### src/hw/sfc_cfg.svh
// Overview of operation
// - Watchdog divider select uses only its low three bits, ratios 1 to 128.
// - Watchdog counter overflow raises a reset request to the processor.
// - Status register is 8 bits: null, carry, half carry, overflow, halt, expired.
// - Software may alter only the carry, half carry, null and overflow status bits.
// - Data writes to status never change halt-entered or watchdog-expired.
// - Carry set by add carry-out or subtract without borrow, else cleared.
// - Rotate-through-carry instructions rotate through and update the carry flag.
// - Half carry set by low-nibble carry or no low-nibble borrow, else cleared.
// - Null flag set when arithmetic or logical result is zero, else cleared.
// - Overflow flag set when carry into and out of bit 7 differ.
// - Halt-entered cleared by power-up or kick, set by halt, nothing else.
// - Watchdog-expired cleared by power-up, kick instruction or halt.
// - Watchdog-expired set by time-out; no other event sets it.
// - Interrupt entry and calls never save the status register.
// - Separate enable bits for external and each timer interrupt.
// - Global enable clear blocks every intTake source regardless of individual enables; irq is not gated by it.
// - Global enable cleared on interrupt entry, set by interrupt return.
// - Software may set global enable inside a service routine for nesting.
`ifndef SFC_CFG_SVH
`define SFC_CFG_SVH

`define SFC_ADDR_WDIV   8'h09
`define SFC_ADDR_FLAGS  8'h0a
`define SFC_ADDR_ICL    8'h0b
`define SFC_ADDR_ICH    8'h1e
`define SFC_ADDR_EVST   8'h40
`define SFC_ADDR_EVCLR  8'h41
`define SFC_ADDR_EVEN   8'h42

`define SFC_FLG_C       0
`define SFC_FLG_AC      1
`define SFC_FLG_Z       2
`define SFC_FLG_OV      3
`define SFC_FLG_PDF     4
`define SFC_FLG_TO      5
`define SFC_FLG_SW_MASK 8'h0f

`define SFC_ICL_GIE     0
`define SFC_ICL_EXT     1
`define SFC_ICL_T0      2
`define SFC_ICL_T1      3
`define SFC_ICH_T2      0
`define SFC_ICH_T3      1

`define SFC_EV_WDT      0
`define SFC_EV_HALT     1
`define SFC_EV_INT      2
`define SFC_EV_W        3

`define SFC_SRC_EXT     0
`define SFC_SRC_T0      1
`define SFC_SRC_T1      2
`define SFC_SRC_T2      3
`define SFC_SRC_T3      4
`define SFC_SRC_W       5

`define SFC_RST_WDIV    8'h07
`define SFC_RST_FLAGS   8'h00
`define SFC_RST_ICL     8'h00
`define SFC_RST_ICH     8'h00
`define SFC_RST_EV      3'h0

`define SFC_WDIV_SEL_W  3
`define SFC_WDT_PRE_W   7
`define SFC_WDT_CNT_W   8

`endif

### src/hw/sfc_pkg.sv
package sfc_pkg;

    typedef enum logic [3:0] {
        OP_NONE,
        OP_ADD,
        OP_ADC,
        OP_SUB,
        OP_SBC,
        OP_INC,
        OP_DEC,
        OP_AND,
        OP_OR,
        OP_XOR,
        OP_CPL,
        OP_RLC,
        OP_RRC,
        OP_RL,
        OP_RR
    } sfc_op_t;

    typedef struct packed {
        sfc_op_t    op;
        logic [7:0] a;
        logic [7:0] b;
    } sfc_alu_req_t;

    typedef struct packed {
        logic ov;
        logic z;
        logic ac;
        logic c;
    } sfc_arith_flags_t;

    typedef struct packed {
        logic [7:0]       res;
        sfc_arith_flags_t flags;
        sfc_arith_flags_t upd;
    } sfc_alu_res_t;

    typedef struct packed {
        logic halt;
        logic kick;
        logic intEntry;
        logic intReturn;
    } sfc_ctrl_evt_t;

endpackage

### src/hw/sfc_alu_flags.sv
`timescale 1ns/1ns
`include "sfc_cfg.svh"

module sfc_alu_flags (
    input  wire sfc_pkg::sfc_alu_req_t  req,
    input  wire logic                   carryIn,
    output      sfc_pkg::sfc_alu_res_t  out
);

    logic [8:0] sum;
    logic [4:0] lowSum;
    logic [7:0] bOp;
    logic       cin;
    logic       arith;

    always_comb begin
        bOp    = req.b;
        cin    = 1'b0;
        arith  = 1'b0;
        out    = '0;
        unique case (req.op)
            sfc_pkg::OP_ADD: begin
                arith = 1'b1;
            end
            sfc_pkg::OP_ADC: begin
                arith = 1'b1;
                cin   = carryIn;
            end
            sfc_pkg::OP_SUB: begin
                arith = 1'b1;
                bOp   = ~req.b;
                cin   = 1'b1;
            end
            sfc_pkg::OP_SBC: begin
                arith = 1'b1;
                bOp   = ~req.b;
                cin   = carryIn;
            end
            default: begin
            end
        endcase
        // Subtract as a + ~b + cin: carry out means no borrow
        sum    = {1'b0, req.a} + {1'b0, bOp} + {8'h00, cin};
        lowSum = {1'b0, req.a[3:0]} + {1'b0, bOp[3:0]} + {4'h0, cin};
        unique case (req.op)
            sfc_pkg::OP_NONE: out.res = req.a;
            sfc_pkg::OP_INC:  out.res = req.a + 8'h01;
            sfc_pkg::OP_DEC:  out.res = req.a - 8'h01;
            sfc_pkg::OP_AND:  out.res = req.a & req.b;
            sfc_pkg::OP_OR:   out.res = req.a | req.b;
            sfc_pkg::OP_XOR:  out.res = req.a ^ req.b;
            sfc_pkg::OP_CPL:  out.res = ~req.a;
            sfc_pkg::OP_RLC:  out.res = {req.a[6:0], carryIn};
            sfc_pkg::OP_RRC:  out.res = {carryIn, req.a[7:1]};
            sfc_pkg::OP_RL:   out.res = {req.a[6:0], req.a[7]};
            sfc_pkg::OP_RR:   out.res = {req.a[0], req.a[7:1]};
            default:          out.res = sum[7:0];
        endcase
        out.flags.c  = sum[8];
        out.flags.ac = lowSum[4];
        out.flags.ov = (req.a[7] ^ bOp[7] ^ sum[7]) ^ sum[8];
        out.flags.z  = (out.res == 8'h00);
        if (req.op == sfc_pkg::OP_RLC) begin
            out.flags.c = req.a[7];
        end else if (req.op == sfc_pkg::OP_RRC) begin
            out.flags.c = req.a[0];
        end
        out.upd.c  = arith || req.op == sfc_pkg::OP_RLC || req.op == sfc_pkg::OP_RRC;
        out.upd.ac = arith;
        out.upd.ov = arith;
        out.upd.z  = arith || (req.op inside {sfc_pkg::OP_INC, sfc_pkg::OP_DEC,
                     sfc_pkg::OP_AND, sfc_pkg::OP_OR, sfc_pkg::OP_XOR, sfc_pkg::OP_CPL});
    end

endmodule

### src/hw/sfc_watchdog.sv
`timescale 1ns/1ns
`include "sfc_cfg.svh"

module sfc_watchdog #(
    parameter int PRE_W = `SFC_WDT_PRE_W,
    parameter int CNT_W = `SFC_WDT_CNT_W
) (
    input  wire logic                        clk,
    input  wire logic                        srst,
    input  wire logic [`SFC_WDIV_SEL_W-1:0]  divSel,
    input  wire logic                        kick,
    output      logic                        timeout
);

    logic [PRE_W-1:0] pre_q;
    logic [PRE_W-1:0] pre_d;
    logic [CNT_W-1:0] cnt_q;
    logic [CNT_W-1:0] cnt_d;
    logic             tick;

    function automatic logic [PRE_W-1:0] divMask(input logic [`SFC_WDIV_SEL_W-1:0] sel);
        logic [PRE_W-1:0] m;
        m = '0;
        for (int i = 0; i < PRE_W; i++) begin
            m[i] = (i < int'(sel));
        end
        return m;
    endfunction

    always_comb begin
        // Ratio is two to the power of the select, 1 up to 128
        tick    = ((pre_q & divMask(divSel)) == divMask(divSel));
        pre_d   = pre_q + {{(PRE_W-1){1'b0}}, 1'b1};
        cnt_d   = cnt_q;
        timeout = tick && (cnt_q == {CNT_W{1'b1}});
        if (tick) begin
            cnt_d = cnt_q + {{(CNT_W-1){1'b0}}, 1'b1};
        end
        if (kick) begin
            pre_d = '0;
            cnt_d = '0;
        end
    end

    always_ff @(posedge clk) begin
        if (srst) begin
            pre_q <= '0;
            cnt_q <= '0;
        end else begin
            pre_q <= pre_d;
            cnt_q <= cnt_d;
        end
    end

endmodule

### src/hw/sfc_top.sv
`timescale 1ns/1ns
`include "sfc_cfg.svh"

module sfc_top #(
    parameter int WDT_CNT_W = `SFC_WDT_CNT_W
) (
    input  wire logic                      clk,
    input  wire logic                      srst,
    input  wire logic [7:0]                regAddr,
    input  wire logic [7:0]                regWdata,
    input  wire logic                      regWr,
    input  wire logic                      regRd,
    output      logic [7:0]                regRdata,
    input  wire sfc_pkg::sfc_alu_req_t     aluReq,
    output      logic [7:0]                aluResult,
    input  wire sfc_pkg::sfc_ctrl_evt_t    ctrlEvt,
    input  wire logic [`SFC_SRC_W-1:0]     intSrcReq,
    output      logic                      intTake,
    output      logic                      wdtReset,
    output      logic [7:0]                flagsOut,
    output      logic                      irq
);

    logic [7:0]             wdiv_q;
    logic [7:0]             wdiv_d;
    logic [7:0]             flags_q;
    logic [7:0]             flags_d;
    logic [7:0]             icl_q;
    logic [7:0]             icl_d;
    logic [7:0]             ich_q;
    logic [7:0]             ich_d;
    logic [`SFC_EV_W-1:0]   evSt_q;
    logic [`SFC_EV_W-1:0]   evSt_d;
    logic [`SFC_EV_W-1:0]   evEn_q;
    logic [`SFC_EV_W-1:0]   evEn_d;
    logic [7:0]             rdata_q;
    logic [7:0]             rdata_d;
    logic [7:0]             aluRes_q;
    logic [7:0]             aluRes_d;
    logic                   wdtRst_q;
    logic                   wdtRst_d;
    logic                   timeout;
    logic [`SFC_EV_W-1:0]   evSet;
    logic [`SFC_EV_W-1:0]   evClr;
    logic [`SFC_SRC_W-1:0]  srcEn;
    sfc_pkg::sfc_alu_res_t  alu;

    function automatic logic wrHit(input logic [7:0] a);
        return regWr && (regAddr == a);
    endfunction

    sfc_alu_flags u_alu (
        .req     (aluReq),
        .carryIn (flags_q[`SFC_FLG_C]),
        .out     (alu)
    );

    sfc_watchdog #(
        .PRE_W (`SFC_WDT_PRE_W),
        .CNT_W (WDT_CNT_W)
    ) u_wdt (
        .clk     (clk),
        .srst    (srst),
        .divSel  (wdiv_q[`SFC_WDIV_SEL_W-1:0]),
        .kick    (ctrlEvt.kick),
        .timeout (timeout)
    );

    // Divider select register
    always_comb begin
        wdiv_d = wdiv_q;
        if (wrHit(`SFC_ADDR_WDIV)) begin
            wdiv_d = regWdata;
        end
    end

    always_ff @(posedge clk) begin
        if (srst) begin
            wdiv_q <= `SFC_RST_WDIV;
        end else begin
            wdiv_q <= wdiv_d;
        end
    end

    // Processor flags
    always_comb begin
        flags_d  = flags_q;
        aluRes_d = aluRes_q;
        if (aluReq.op != sfc_pkg::OP_NONE) begin
            aluRes_d = alu.res;
            if (alu.upd.c) begin
                flags_d[`SFC_FLG_C] = alu.flags.c;
            end
            if (alu.upd.ac) begin
                flags_d[`SFC_FLG_AC] = alu.flags.ac;
            end
            if (alu.upd.z) begin
                flags_d[`SFC_FLG_Z] = alu.flags.z;
            end
            if (alu.upd.ov) begin
                flags_d[`SFC_FLG_OV] = alu.flags.ov;
            end
        end
        // Software write only reaches the arithmetic bits
        if (wrHit(`SFC_ADDR_FLAGS)) begin
            flags_d = (flags_d & ~`SFC_FLG_SW_MASK)
                    | (regWdata & `SFC_FLG_SW_MASK);
        end
        if (ctrlEvt.halt) begin
            flags_d[`SFC_FLG_PDF] = 1'b1;
        end else if (ctrlEvt.kick) begin
            flags_d[`SFC_FLG_PDF] = 1'b0;
        end
        if (timeout) begin
            flags_d[`SFC_FLG_TO] = 1'b1;
        end else if (ctrlEvt.kick || ctrlEvt.halt) begin
            flags_d[`SFC_FLG_TO] = 1'b0;
        end
        // Interrupt entry leaves the flags alone
        if (ctrlEvt.intEntry) begin
            flags_d = flags_d;
        end
        flags_d[7:6] = 2'b00;
    end

    always_ff @(posedge clk) begin
        if (srst) begin
            flags_q  <= `SFC_RST_FLAGS;
            aluRes_q <= 8'h00;
        end else begin
            flags_q  <= flags_d;
            aluRes_q <= aluRes_d;
        end
    end

    // Interrupt control registers
    always_comb begin
        icl_d = icl_q;
        ich_d = ich_q;
        if (ctrlEvt.intReturn) begin
            icl_d[`SFC_ICL_GIE] = 1'b1;
        end
        if (wrHit(`SFC_ADDR_ICL)) begin
            icl_d = regWdata;
        end
        if (wrHit(`SFC_ADDR_ICH)) begin
            ich_d = regWdata;
        end
        if (ctrlEvt.intEntry) begin
            icl_d[`SFC_ICL_GIE] = 1'b0;
        end
    end

    always_ff @(posedge clk) begin
        if (srst) begin
            icl_q <= `SFC_RST_ICL;
            ich_q <= `SFC_RST_ICH;
        end else begin
            icl_q <= icl_d;
            ich_q <= ich_d;
        end
    end

    always_comb begin
        srcEn                = '0;
        srcEn[`SFC_SRC_EXT]  = icl_q[`SFC_ICL_EXT];
        srcEn[`SFC_SRC_T0]   = icl_q[`SFC_ICL_T0];
        srcEn[`SFC_SRC_T1]   = icl_q[`SFC_ICL_T1];
        srcEn[`SFC_SRC_T2]   = ich_q[`SFC_ICH_T2];
        srcEn[`SFC_SRC_T3]   = ich_q[`SFC_ICH_T3];
        intTake = icl_q[`SFC_ICL_GIE] && |(intSrcReq & srcEn);
    end

    // Event status, enable and clear
    always_comb begin
        evSet              = '0;
        evSet[`SFC_EV_WDT]  = timeout;
        evSet[`SFC_EV_HALT] = ctrlEvt.halt;
        evSet[`SFC_EV_INT]  = ctrlEvt.intEntry;
        evClr  = wrHit(`SFC_ADDR_EVCLR) ? regWdata[`SFC_EV_W-1:0] : '0;
        // A new event outranks a clear in the same cycle
        evSt_d = (evSt_q & ~evClr) | evSet;
        evEn_d = evEn_q;
        if (wrHit(`SFC_ADDR_EVEN)) begin
            evEn_d = regWdata[`SFC_EV_W-1:0];
        end
    end

    always_ff @(posedge clk) begin
        if (srst) begin
            evSt_q <= `SFC_RST_EV;
            evEn_q <= `SFC_RST_EV;
        end else begin
            evSt_q <= evSt_d;
            evEn_q <= evEn_d;
        end
    end

    // Watchdog reset pulse
    always_comb begin
        wdtRst_d = timeout;
    end

    always_ff @(posedge clk) begin
        if (srst) begin
            wdtRst_q <= 1'b0;
        end else begin
            wdtRst_q <= wdtRst_d;
        end
    end

    // Read port
    always_comb begin
        rdata_d = 8'h00;
        if (regRd) begin
            unique case (regAddr)
                `SFC_ADDR_WDIV:  rdata_d = wdiv_q;
                `SFC_ADDR_FLAGS: rdata_d = flags_q;
                `SFC_ADDR_ICL:   rdata_d = icl_q;
                `SFC_ADDR_ICH:   rdata_d = ich_q;
                `SFC_ADDR_EVST:  rdata_d = {{(8-`SFC_EV_W){1'b0}}, evSt_q};
                `SFC_ADDR_EVEN:  rdata_d = {{(8-`SFC_EV_W){1'b0}}, evEn_q};
                default:         rdata_d = 8'h00;
            endcase
        end
    end

    always_ff @(posedge clk) begin
        if (srst) begin
            rdata_q <= 8'h00;
        end else begin
            rdata_q <= rdata_d;
        end
    end

    assign regRdata  = rdata_q;
    assign aluResult = aluRes_q;
    assign wdtReset  = wdtRst_q;
    assign flagsOut  = flags_q;
    assign irq       = |(evSt_q & evEn_q);

endmodule

### config.mk
export PLATFORM = sky130hd
export DESIGN_NAME = sfc_top
export DESIGN_NICKNAME = d
export VERILOG_FILES = /design/src/hw/sfc_pkg.sv /design/src/hw/sfc_alu_flags.sv /design/src/hw/sfc_watchdog.sv /design/src/hw/sfc_top.sv
export VERILOG_INCLUDE_DIRS = /design/src /design/src/hw
export SDC_FILE = /design/constraint.sdc
export NUM_CORES = 1
export LEC_CHECK = 0
export BUFFER_PORTS_ARGS = -buffer_cell sky130_fd_sc_hd__buf_2
export CAP_MARGIN = 10
export CORE_UTILIZATION = 56
export DETAILED_ROUTE_END_ITERATION = 8
export GPL_TIMING_DRIVEN = 0
export PLACE_DENSITY_LB_ADDON = 0.08
export SLEW_MARGIN = 0
export SYNTH_ARGS = -nofsm -noshare
export SYNTH_HDL_FRONTEND = slang
export SYNTH_SLANG_ARGS = --single-unit
### constraint.sdc
create_clock -name clk -period 3.8 [get_ports clk]
set_input_delay 0.19 -clock clk [delete_from_list [all_inputs] [get_ports clk]]
set_output_delay 0.19 -clock clk [all_outputs]
set_load 0.005 [all_outputs]
# Yosys cells after proc, flatten, opt, wreduce, memory -nomap -nowiden
# Index checks and enable logic that the tools add are counted.
[word_totals]
reg_bits = 68
inputBits = 49
out_inout_bits = 27
word_cells = 124
[classes]
n_lt_le_gt_ge = 7
eq_ne = 23
n_reduce_logical = 34
mux = 20
addsub = 8
bitwise_logic = 16
[op_table]
columns = ["cell", "n"]
rows = [
  ["$pmux W8 S11", 1],
  ["$pmux W8 S6", 1],
  ["$eq A4 B4 Y1 const B", 7],
  ["$eq A8 B4 Y1 const B", 3],
  ["$eq A8 B7 Y1 const B", 3],
  ["$add A8 B1 Y8 const B", 2],
  ["$eq A4 B3 Y1 const B", 4],
  ["$not A8 Y8", 2],
  ["$mux W1", 13],
  ["$reduce_bool A2 Y1", 5],
  ["$reduce_or A2 Y1", 5],
  ["$add A8 B8 Y9", 1],
  ["$add A9 B1 Y9", 1],
  ["$lt A3 B3 Y1 const A", 3],
  ["$and A8 B8 Y8", 1],
  ["$eq A4 B2 Y1 const B", 2],
  ["$eq A8 B5 Y1 const B", 1],
  ["$eq A8 B8 Y1 const B", 1],
  ["$logic_and A1 B1 Y1", 8],
  ["$logic_not A8 Y1", 1],
  ["$mux W8", 1],
  ["$or A8 B8 Y8", 1],
  ["$sub A8 B1 Y8 const B", 1],
  ["$xor A8 B8 Y8", 1],
  ["other kinds (28)", 39],
]

# Depth between registers and ports, before layout
# Gate-level depths: netlist of run 1.
[logic_depth]
word_depth = 12
mapped_depth = 16
depth_no_buf = 13

# By module
# From an unflattened synthesis of run 1, not the netlist that was laid out.
[hier_totals]
hier_cells = 625
hier_area_um2 = 4962.3
[modules_own_cells]
columns = ["mod", "cells_per_inst", "n_inst", "area_each_um2", "seq_area_each_um2"]
rows = [
  ["sfc_top", 257, 1, 2348.5, 1061.0],
  ["sfc_alu_flags", 288, 1, 1920.6, 0.0],
  ["sfc_watchdog", 80, 1, 693.2, 300.3],
]

# Worst setup path after synthesis of run 1
# OpenSTA, ideal clock, no wires.
[synth_timing]
kind = "input to register"
start = "input aluReq[16] (netlist bit)"
end = "register flags_q[3], in the netlist flagsOut[3]"
slack_ns = 0.358
setup_ns = 0.101
cell_stages = 16
arrival_ns = 3.341
path_cell_list = "buf_2 buf_4 buf_2 buf_2 nand2_1 a21oi_2 xnor2_1 fa_1 fa_1 nand2b_1 a211oi_1 o21a_1 o211ai_1 nand2_1 xnor2_1 o41ai_1"
[synth_via]
elab_chain_cells = 10
elab_cells_between_ends = 22
cone_classes = "add/sub: 2; eq/ne: 4; mux: 6; bitwise: 3; reduce/logical: 7"
[synth_rtl]
columns = ["item", "line", "rtl"]
rows = [
  ["start: declaration", "sfc_top.sv:14", "input wire sfc_pkg::sfc_alu_req_t aluReq,"],
  ["$eq A4 B2 Y1 or $eq A4 B3 Y1 (tied branches)", "sfc_alu_flags.sv:21", "unique case (req.op)"],
  ["$reduce_or A2 Y1 (no line)", "--", ""],
  ["$mux W8", "--", ""],
  ["$add A8 B8 Y9", "sfc_alu_flags.sv:43", "sum = {1'b0, req.a} + {1'b0, bOp} + {8'h00, cin};"],
  ["$add A9 B1 Y9", "sfc_alu_flags.sv:43", ""],
  ["$xor A1 B1 Y1 (2 in series)", "sfc_alu_flags.sv:61", "out.flags.ov = (req.a[7] ^ bOp[7] ^ sum[7]) ^ sum[8];"],
  ["$mux W1", "sfc_top.sv:100", "if (alu.upd.ov) begin"],
  ["$mux W4", "sfc_top.sv:89", "if (aluReq.op != sfc_pkg::OP_NONE) begin"],
  ["$mux W6", "sfc_top.sv:105", "if (wrHit(`SFC_ADDR_FLAGS)) begin"],
  ["end signal: assignment", "sfc_top.sv:128", "flags_q <= `SFC_RST_FLAGS;"],
  ["end signal: assignment", "sfc_top.sv:131", "flags_q <= flags_d;"],
  ["end: declaration", "sfc_top.sv:26", "logic [7:0] flags_q;"],
]
# Parallel ways exist; a longest one is shown, timed or not. The select of a mux whose other input is x is not followed.
# A chain may end at the register's enable or synchronous reset.

# Worst setup path in the final report of run 1
# Ends and elaborated chain as after synthesis.

==> impl_summary.txt, run 1 <==
----------------------------------------------------
[Die]
  Die width ... between 90 and 100 um
  Core outline area ... ~8300 um2
  Num ports ... 76
  Starting density of the core ... just under 60%
  Die height ... roughly 94 um
  Placement Rows ... 33
  Full die area ... a little under 9000 um2

[Yosys]
  Basic-gate share of the synthesized area counting and, or, nand and nor cells ... between 20% and 30%
  Synth Instances ... 603
  Post-Synthesis Mean Instance Area ... 7.93 um2
  Fraction of the mapped netlist area in adder cells ... 7.64%
  Predominant post-synthesis flop cell ... dfxtp_1
  Proportion of synthesized flip-flops having asynchronous set or reset ... 0%
  Mux cell area share after synthesis ... 5.31%
  Area of the mapped netlist ... 4780 um2
  Register bit count reported by yosys ... slightly below 70
  Area fraction in compound gates after synthesis ... about 22%
  Post-Synth XOR/XNOR Area ... under 10%
  Combinational family with the most area after synthesis ... simple AND/OR/NAND/NOR gates
  Register area share after synthesis ... between 20% and 30%
  Number of flops mapped to enable cells by yosys ... 0
  Number of warning messages in the yosys log ... 0
  Cell variety after synth ... ~80

[STA]
  Total setup violations reported at the end of the flow ... 0
  Maximum clock frequency ... 0.284 GHz
  Number of pins with negative max-slew slack in the final report ... 0
  RSZ-0062 raised after global routing ... false
  Relative max-transition margin ... between 30% and 40%
  Worst-margin pin slew ... ~1.0 ns
  Setup Total Neg Slack ... 0 ns
  Final setup margin ... 0.277 ns
  Hold Violations, Final ... 0
  Fin crit period ... approximately 3.5 ns
  Fin Clk Skew ... about 0.013 ns
  Period Utilization, post-route ... between 90% and 100%

[Setup path]
  Type of origin of the critical path ... input port
  Worst endpoint data arrival time ... 3.76 ns
  Endpoint of the most critical setup path ... flagsOut[3]
  CP max stage delay ... 0.45 ns
  Startpoint of the worst setup timing path ... aluReq[16]
  Top fanout value on the critical path ... 10
  Number of logic stages on the critical path including buffering ... 16
  Cell with the most instances on the worst path ... buf_2
  Reg-to-Reg Start ... flagsOut[0]
  Crit Reg-Reg Endpoint ... flagsOut[3]
  Cell breakdown of the critical path ... buf_2 > buf_4 > buf_2 > buf_2 > nand2_1 > a21oi_4 > xnor2_1 > fa_1 > fa_1 > nand2b_1 > a211oi_1 > o21a_1 > o211ai_1 > nand2_1 > xnor2_1 > o41ai_1
  Top delay family on crit path ... compound AO/OA/AOI/OAI gates
  Critical path type ... input port to flip-flop
  Worst reg-to-reg setup slack ... a little under 0.7 ns
  Slowest stage cell on the critical path ... fa_1
  Endpoint required time on the critical path ... between 4 and 5 ns
  Depth of the worst register-to-register path ... 12
  Number of buffer and inverter instances along the worst setup path ... 4
  Kind of end point of the critical path ... flip-flop

[Route]
  # DRC ... 0
  Antenna violation net count after detailed routing ... 0
  Iter 0 DRT Violations ... roughly 240
  Average routed wire per standard cell ... 18.2 um
  DR vias/cell ... just over 6
  Total routed wirelength ... between 10000 and 15000 um
  DR vias ... approximately 4900
  Length of the first detailed-routing pass in iterations ... 5

[Clocking]
  Clk buf depth ... 2
  Clock Sinks ... just under 70
  Clk_lat worst skew ... 0.34 ns
  Cell chosen for the clock root ... clkbuf_8
  Worst-path clk slew ... 0.08 ns
  H-tree levels ... 3
  CTS tree ... yes
  CTS buffer count ... 9
  Hold_buf cts ... 0

[Power]
  Standby leakage power ... 2.29 nW
  Total chip power ... about 1.8 mW
  Cell area power density ... between 300 and 400 nW/um2
  VDD IR max ... roughly 0.17 mV

[Flow run]
  Max-cap check violation count ... 0

[Place]
  HPWL after detailed placement ... approximately 11000 um
  Gpl congestion ... just under 1
  PortBufs ... approximately 70
  Place WS ... -0.608 ns

[Layout]
  Filler Cell Count ... roughly 750
  Proportion of layout cells with a drive suffix above 1 ... roughly a fifth
  Total Nets Final ... roughly 760
  Diode count ... 0
  Area growth, synth to finish ... 15.0%

[Global routing]
  Overflow after GRT ... 0
  Initial antenna violation count ... 0
  Via count of the first global-routing pass ... 4544
  Total routing usage reported by global routing ... about a third
  First-pass GRT wire length ... 22600 um
  Maximum number of pins on one net before global-route repair ... 14

[Hold path]
  Worst min path class ... input port to flip-flop

[Run status]
  Result of the run ... finished, final reports clean

----------------------------------------------------
synthesized netlist by cell type, types with 9 or more instances:
master | n | area, um2
o21ai_0 | 25 | 125
dfxtp_1 | 68 | 1360
xor2_1 | 11 | 96.3
a22oi_1 | 10 | 75.1
nand2_1 | 64 | 240
buf_2 | 13 | 65.1
nand4_1 | 12 | 75.1
a21oi_1 | 49 | 245
xnor2_1 | 20 | 175
and3_1 | 9 | 56.3
nand3_1 | 27 | 135
clkbuf_1 | 15 | 56.3
ha_1 | 26 | 325
nor2_1 | 55 | 206
inv_1 | 29 | 109
mux2_2 | 11 | 124
nor3_1 | 10 | 50.1
mux2i_1 | 13 | 130
worst register-to-register path, cell delays in order (launching register included):
cell      delay [ns]
dfxtp_1         0.47
inv_1           0.10
o21ai_0         0.16
nand2_1         0.10
fa_1            0.44
fa_1            0.44
nand2b_1        0.20
a211oi_1        0.27
o21a_1          0.20
o211ai_1        0.09
nand2_1         0.13
xnor2_1         0.11
o41ai_1         0.32
worst min-delay path by stage:
stage          slack (ns)  cells after the start  endpoint  startpoint
2_1_floorplan        0.26                      1  icl_q[0]  ctrlEvt[1]
3_3_place_gp         0.39                      2  icl_q[0]  ctrlEvt[1]
3_5_place_dp         0.39                      2  icl_q[0]  ctrlEvt[1]
4_1_cts              0.02                      2  icl_q[0]  ctrlEvt[1]
5_1_grt              0.02                      2  icl_q[0]  ctrlEvt[1]
6_report             0.03                      2  icl_q[0]  ctrlEvt[1]
routing by layer:
| layer | wire [um] | vias up | part of all wire [%] | global-route usage (%) |
|---|---|---|---|---|
| met5 | 0 | - | 0 | 0 |
| met4 | 792 | 0 | 5.5 | 22.4 |
| met3 | 1190 | 55 | 8.2 | 5.96 |
| met2 | 6820 | 259 | 47 | 54.7 |
| met1 | 5680 | 2280 | 39 | 39.4 |
| li1 | - | 2349 | - | - |
kinds of logic (layout without fill, tap and decap cells):
kind of cell	count (synthesis)	in the layout
other	1	2
multiplexers	24	24
XOR/XNOR	31	31
AND/OR/NAND/NOR	222	222
AO/OA/AOI/OAI	158	158
buffers and inverters	71	158
flip-flops	68	68
adder cells (fa/ha/maj)	28	28
state kept, by name, indices dropped and copies added (netlist names), 6 cells and up:
name	count
u_wdt.pre_q	7
flagsOut	6
aluResult	8
u_wdt.cnt_q	8
icl_q	8
ich_q	8
wdiv_q	8
regRdata	8
layout by cell type (no fill, tap or decap), types with 4 or more instances in the layout:
master	n
a211oi_1	7
a21oi_1	48
a221oi_1	5
a222oi_1	8
a22oi_1	10
a31oi_1	5
and3_1	9
buf_2	82
buf_4	7
clkbuf_1	15
clkbuf_8	11
dfxtp_1	68
ha_1	26
inv_1	29
mux2_2	11
mux2i_1	13
nand2_1	64
nand2b_1	6
nand3_1	27
nand4_1	12
nor2_1	55
nor2b_1	7
nor3_1	10
nor4_1	5
o211ai_1	5
o21ai_0	25
o22ai_1	4
xnor2_1	20
xor2_1	11
layout make-up:
| class | count | area (um2) | area share [%] |
|---|---|---|---|
| plain buffers | 39 | 216 | 3.93 |
| clock buffers | 10 | 138 | 2.50 |
| clock inverters | 6 | 70.1 | 1.27 |
| inverters | 31 | 116 | 2.12 |
| multi-input cells | 465 | 3110 | 56.4 |
| flip-flops and latches | 68 | 1360 | 24.7 |
| well taps | 105 | 131 | 2.39 |
| repair buffers | 72 | 363 | 6.60 |
power by group:
| part | switching, mW | leakage, nW | internal (mW) |
|---|---|---|---|
| clock | 0.292 | 0.107 | 0.327 |
| combinational | 0.246 | 1.63 | 0.161 |
| sequential | 0.0144 | 0.552 | 0.730 |
| total | 0.553 | 2.29 | 1.22 |
metrics by stage:
stage | cell area, um2 | hold WS, ns | std cells | util [%]
6_report | 5500 | 0.0281 | 796 | 66.6
4_1_cts | 5500 | 0.0155 | 797 | 66.5
3_5_place_dp | 5270 | 0.390 | 780 | 63.8
2_1_floorplan | 4790 | 0.259 | 604 | -
3_3_place_gp | 5270 | 0.386 | 780 | 63.8
5_1_grt | 5500 | 0.0212 | 796 | 66.6
repair_timing:
action / in CTS / in global routing
buffers inserted: 1 / 0
resized for setup: 1 / 3
endpoints found under the setup margin: 5 / 3
pin swaps: 1 / 0
(Power assumes the default switching activity.)
==> run 2: changes to the inputs <==
==> constraint.sdc (replaced) <==
create_clock -name clk -period 3.8 [get_ports clk]
set_input_delay 0.76 -clock clk [delete_from_list [all_inputs] [get_ports clk]]
set_output_delay 0.76 -clock clk [all_outputs]
set_load 0.005 [all_outputs]
==> run 2 against run 1 <==
Global-route usage increased by 0.074 points. Total power increased by 1.9%. First-iteration DRC count increased by 51%. Register-to-register slack improved by 0.11 ns. Core utilization increased by 0.52 points. Die area unchanged. Critical path depth decreased by 1. Clock skew decreased by 0.0037 ns. Hold slack improved by 0.43 ns. Sequential power about the same. Via count decreased by 0.61%. Wire length decreased by 0.97%. Critical path type unchanged. Highest routed layer unchanged.
==> impl_summary.txt, run 2 (synthesis results as in run 1) <==
----------------------------------------------------
[STA]
  Fin Clk Skew ... 0.00891 ns (was 0.0126 ns)
  Total setup violations reported at the end of the flow ... 0 (unchanged)
  Maximum clock frequency ... 0.278 GHz (was 0.284 GHz)
  Worst-margin pin slew ... 1.04 ns (was 1.03 ns)
  Period Utilization, post-route ... 94.8% (was 92.7%)
  Number of pins with negative max-slew slack in the final report ... 0 (unchanged)
  Hold Violations, Final ... 0 (unchanged)
  Post-Route Hold Slack ... 0.458 ns (was 0.0281 ns)
  Fin crit period ... 3.60 ns (was 3.52 ns)
  Relative max-transition margin ... 29.6% (was 30.4%)

[Layout]
  Commonest non-fill, non-tap cell in the layout ... buf_2 (unchanged)
  Area growth, synth to finish ... 15.9% (was 15.0%)
  Total Nets Final ... 759 (was 763)
  Cell area after layout ... 5540 um2 (was 5500 um2)
  Proportion of layout cells with a drive suffix above 1 ... 20.7% (was 20.3%)
  Diode count ... 0 (unchanged)
  Non-Filler Instances ... 792 (was 796)
  Commonest cells after routing, fill and taps aside ... buf_2 (72), dfxtp_1 (68), nand2_1 (64) (was buf_2 (82), dfxtp_1 (68), nand2_1 (64))

[Die]
  Starting density of the core ... 57.9% (unchanged)
  Die height ... 94.4 um (unchanged)
  Core outline area ... 8260 um2 (unchanged)
  Full die area ... 8910 um2 (unchanged)
  Placement Rows ... 33 (unchanged)
  Num ports ... 76 (unchanged)
  Die width ... 94.4 um (unchanged)

[Clocking]
  Clk_lat worst skew ... 0.35 ns (was 0.34 ns)
  Clk buf depth ... 2 (unchanged)
  CTS buffer count ... 9 (unchanged)
  Worst-path clk slew ... 0.07 ns (was 0.08 ns)
  Clock Sinks ... 68 (unchanged)
  CTS tree ... yes (unchanged)
  Cell chosen for the clock root ... clkbuf_8 (unchanged)
  H-tree levels ... 3 (unchanged)

[Route]
  Total routed wirelength ... 14300 um (was 14500 um)
  Length of the first detailed-routing pass in iterations ... 7 (was 5)
  Iter 0 DRT Violations ... 362 (was 239)
  DR vias/cell ... 6.20 (was 6.21)
  DR vias ... 4913 (was 4943)
  # DRC ... 0 (unchanged)
  Average routed wire per standard cell ... 18.1 um (was 18.2 um)
  Antenna violation net count after detailed routing ... 0 (unchanged)

[Global routing]
  Maximum number of pins on one net before global-route repair ... 13 (was 14)
  Total routing usage reported by global routing ... 33.3% (about the same)
  First-pass GRT wire length ... 22600 um (about the same)
  Via count of the first global-routing pass ... 4581 (was 4544)
  Overflow after GRT ... 0 (unchanged)
  Initial antenna violation count ... 0 (unchanged)

[Setup path]
  Top fanout value on the critical path ... 11 (was 10)
  Crit Reg-Reg Endpoint ... flagsOut[3] (unchanged)
  Endpoint required time on the critical path ... 4.05 ns (was 4.04 ns)
  Type of origin of the critical path ... input port (unchanged)
  Depth of the worst register-to-register path ... 12 (unchanged)
  Worst endpoint data arrival time ... 3.85 ns (was 3.76 ns)
  Reg-to-Reg Start ... flagsOut[0] (unchanged)
  Kind of end point of the critical path ... flip-flop (unchanged)
  Endpoint of the most critical setup path ... flagsOut[3] (unchanged)
  Startpoint of the worst setup timing path ... aluReq[19] (was aluReq[16])
  Worst reg-to-reg setup slack ... 0.79 ns (was 0.68 ns)
  Critical path type ... input port to flip-flop (unchanged)

[Flow run]
  Max-cap check violation count ... 0 (unchanged)

[Place]
  Gpl congestion ... 0.957 (was 0.968)
  HPWL after detailed placement ... 11000 um (was 11100 um)
  Placed cell area ... 5300 um2 (was 5270 um2)
  PortBufs ... 71 (unchanged)
  Placed Instances ... 780 (unchanged)

[Run status]
  Result of the run ... finished, final reports clean (unchanged)

[Hold path]
  Worst min path class ... flip-flop to flip-flop (was input port to flip-flop)

[Power]
  Cell area power density ... 325 nW/um2 (was 322 nW/um2)
  VDD IR max ... 0.212 mV (was 0.166 mV)
  Standby leakage power ... 2.29 nW (about the same)

----------------------------------------------------
-- run 2: cell types whose count changed in the layout (fill, tap and decap cells not counted), moves of 2 or more --
cell and delta:
buf_2 -10, buf_6 +3, clkbuf_4 +2, clkinv_2 +2
fa_1 -2, fa_2 +2, inv_6 -2
-- run 2: worst min path at each step --
stage | startpoint | end | slack [ns] | depth (start not counted)
4_1_cts | ich_q[6] | ich_q[6] | 0.46 | 2
3_5_place_dp | ich_q[6] | ich_q[6] | 0.45 | 2
3_3_place_gp | wdiv_q[7] | wdiv_q[7] | 0.44 | 2
2_1_floorplan | wdiv_q[3] | wdiv_q[3] | 0.43 | 2
5_1_grt | aluResult[0] | aluResult[0] | 0.48 | 2
6_report | ich_q[6] | ich_q[6] | 0.46 | 2
-- run 2: where the power goes --
group | leakage, nW | switching, mW | internal [mW] | total, mW
Clock | 0.109 | 0.278 | 0.367 | 0.645
Sequential | 0.552 | 0.0142 | 0.731 | 0.745
Combinational | 1.63 | 0.248 | 0.166 | 0.414
Total | 2.29 | 0.541 | 1.26 | 1.80
-- run 2: critical path, stage by stage --
cell      delay, ns
clkbuf_4       0.17
buf_4          0.19
clkbuf_4       0.20
clkbuf_8       0.19
a21oi_4        0.19
xnor2_2        0.10
fa_2           0.38
fa_2           0.40
nand2b_1       0.20
a211oi_2       0.20
o21a_1         0.22
o211ai_1       0.10
nand2_1        0.14
xnor2_1        0.10
o41ai_1        0.31
-- run 2: repair_timing --
item                                    CTS  global route
endpoints found under the setup margin    6             5
pin swaps                                 2             4
setup buffers                             1             0
resized for setup                         5             9
hold buffers                              0             0
-- run 2: final cells by class --
type | instances | area [um2]
Multi-Input combinational cell | 465 | 3130
Fill cell | 757 | 2710
Sequential cell | 68 | 1360
Timing Repair Buffer | 72 | 368
Buffer | 35 | 218
Tap cell | 105 | 131
Clock buffer | 9 | 124
Inverter | 31 | 116
Clock inverter | 7 | 91.3
-- run 2: metrics by stage --
stage               setup TNS (ns)  util, %  worst slack, ns  power, mW
floorplan                        0        -         0.000654       1.02
global placement             -4.75     64.2           -0.803       1.15
detailed placement           -4.86     64.2           -0.798       1.16
CTS                              0     67.1           0.0240       1.80
global route               -0.0129     67.1          -0.0129       1.88
finish                           0     67.1            0.197       1.80
-- run 2: metal layers --
| layer | part of all wire (%) | track usage (%) | routed length [um] | vias up |
|---|---|---|---|---|
| li1 | - | - | - | 2342 |
| met1 | 39 | 37.1 | 5530 | 2298 |
| met2 | 50 | 60.0 | 7190 | 230 |
| met3 | 7.6 | 5.56 | 1080 | 43 |
| met4 | 3.8 | 18.3 | 540 | 0 |
| met5 | 0 | 0 | 0 | - |
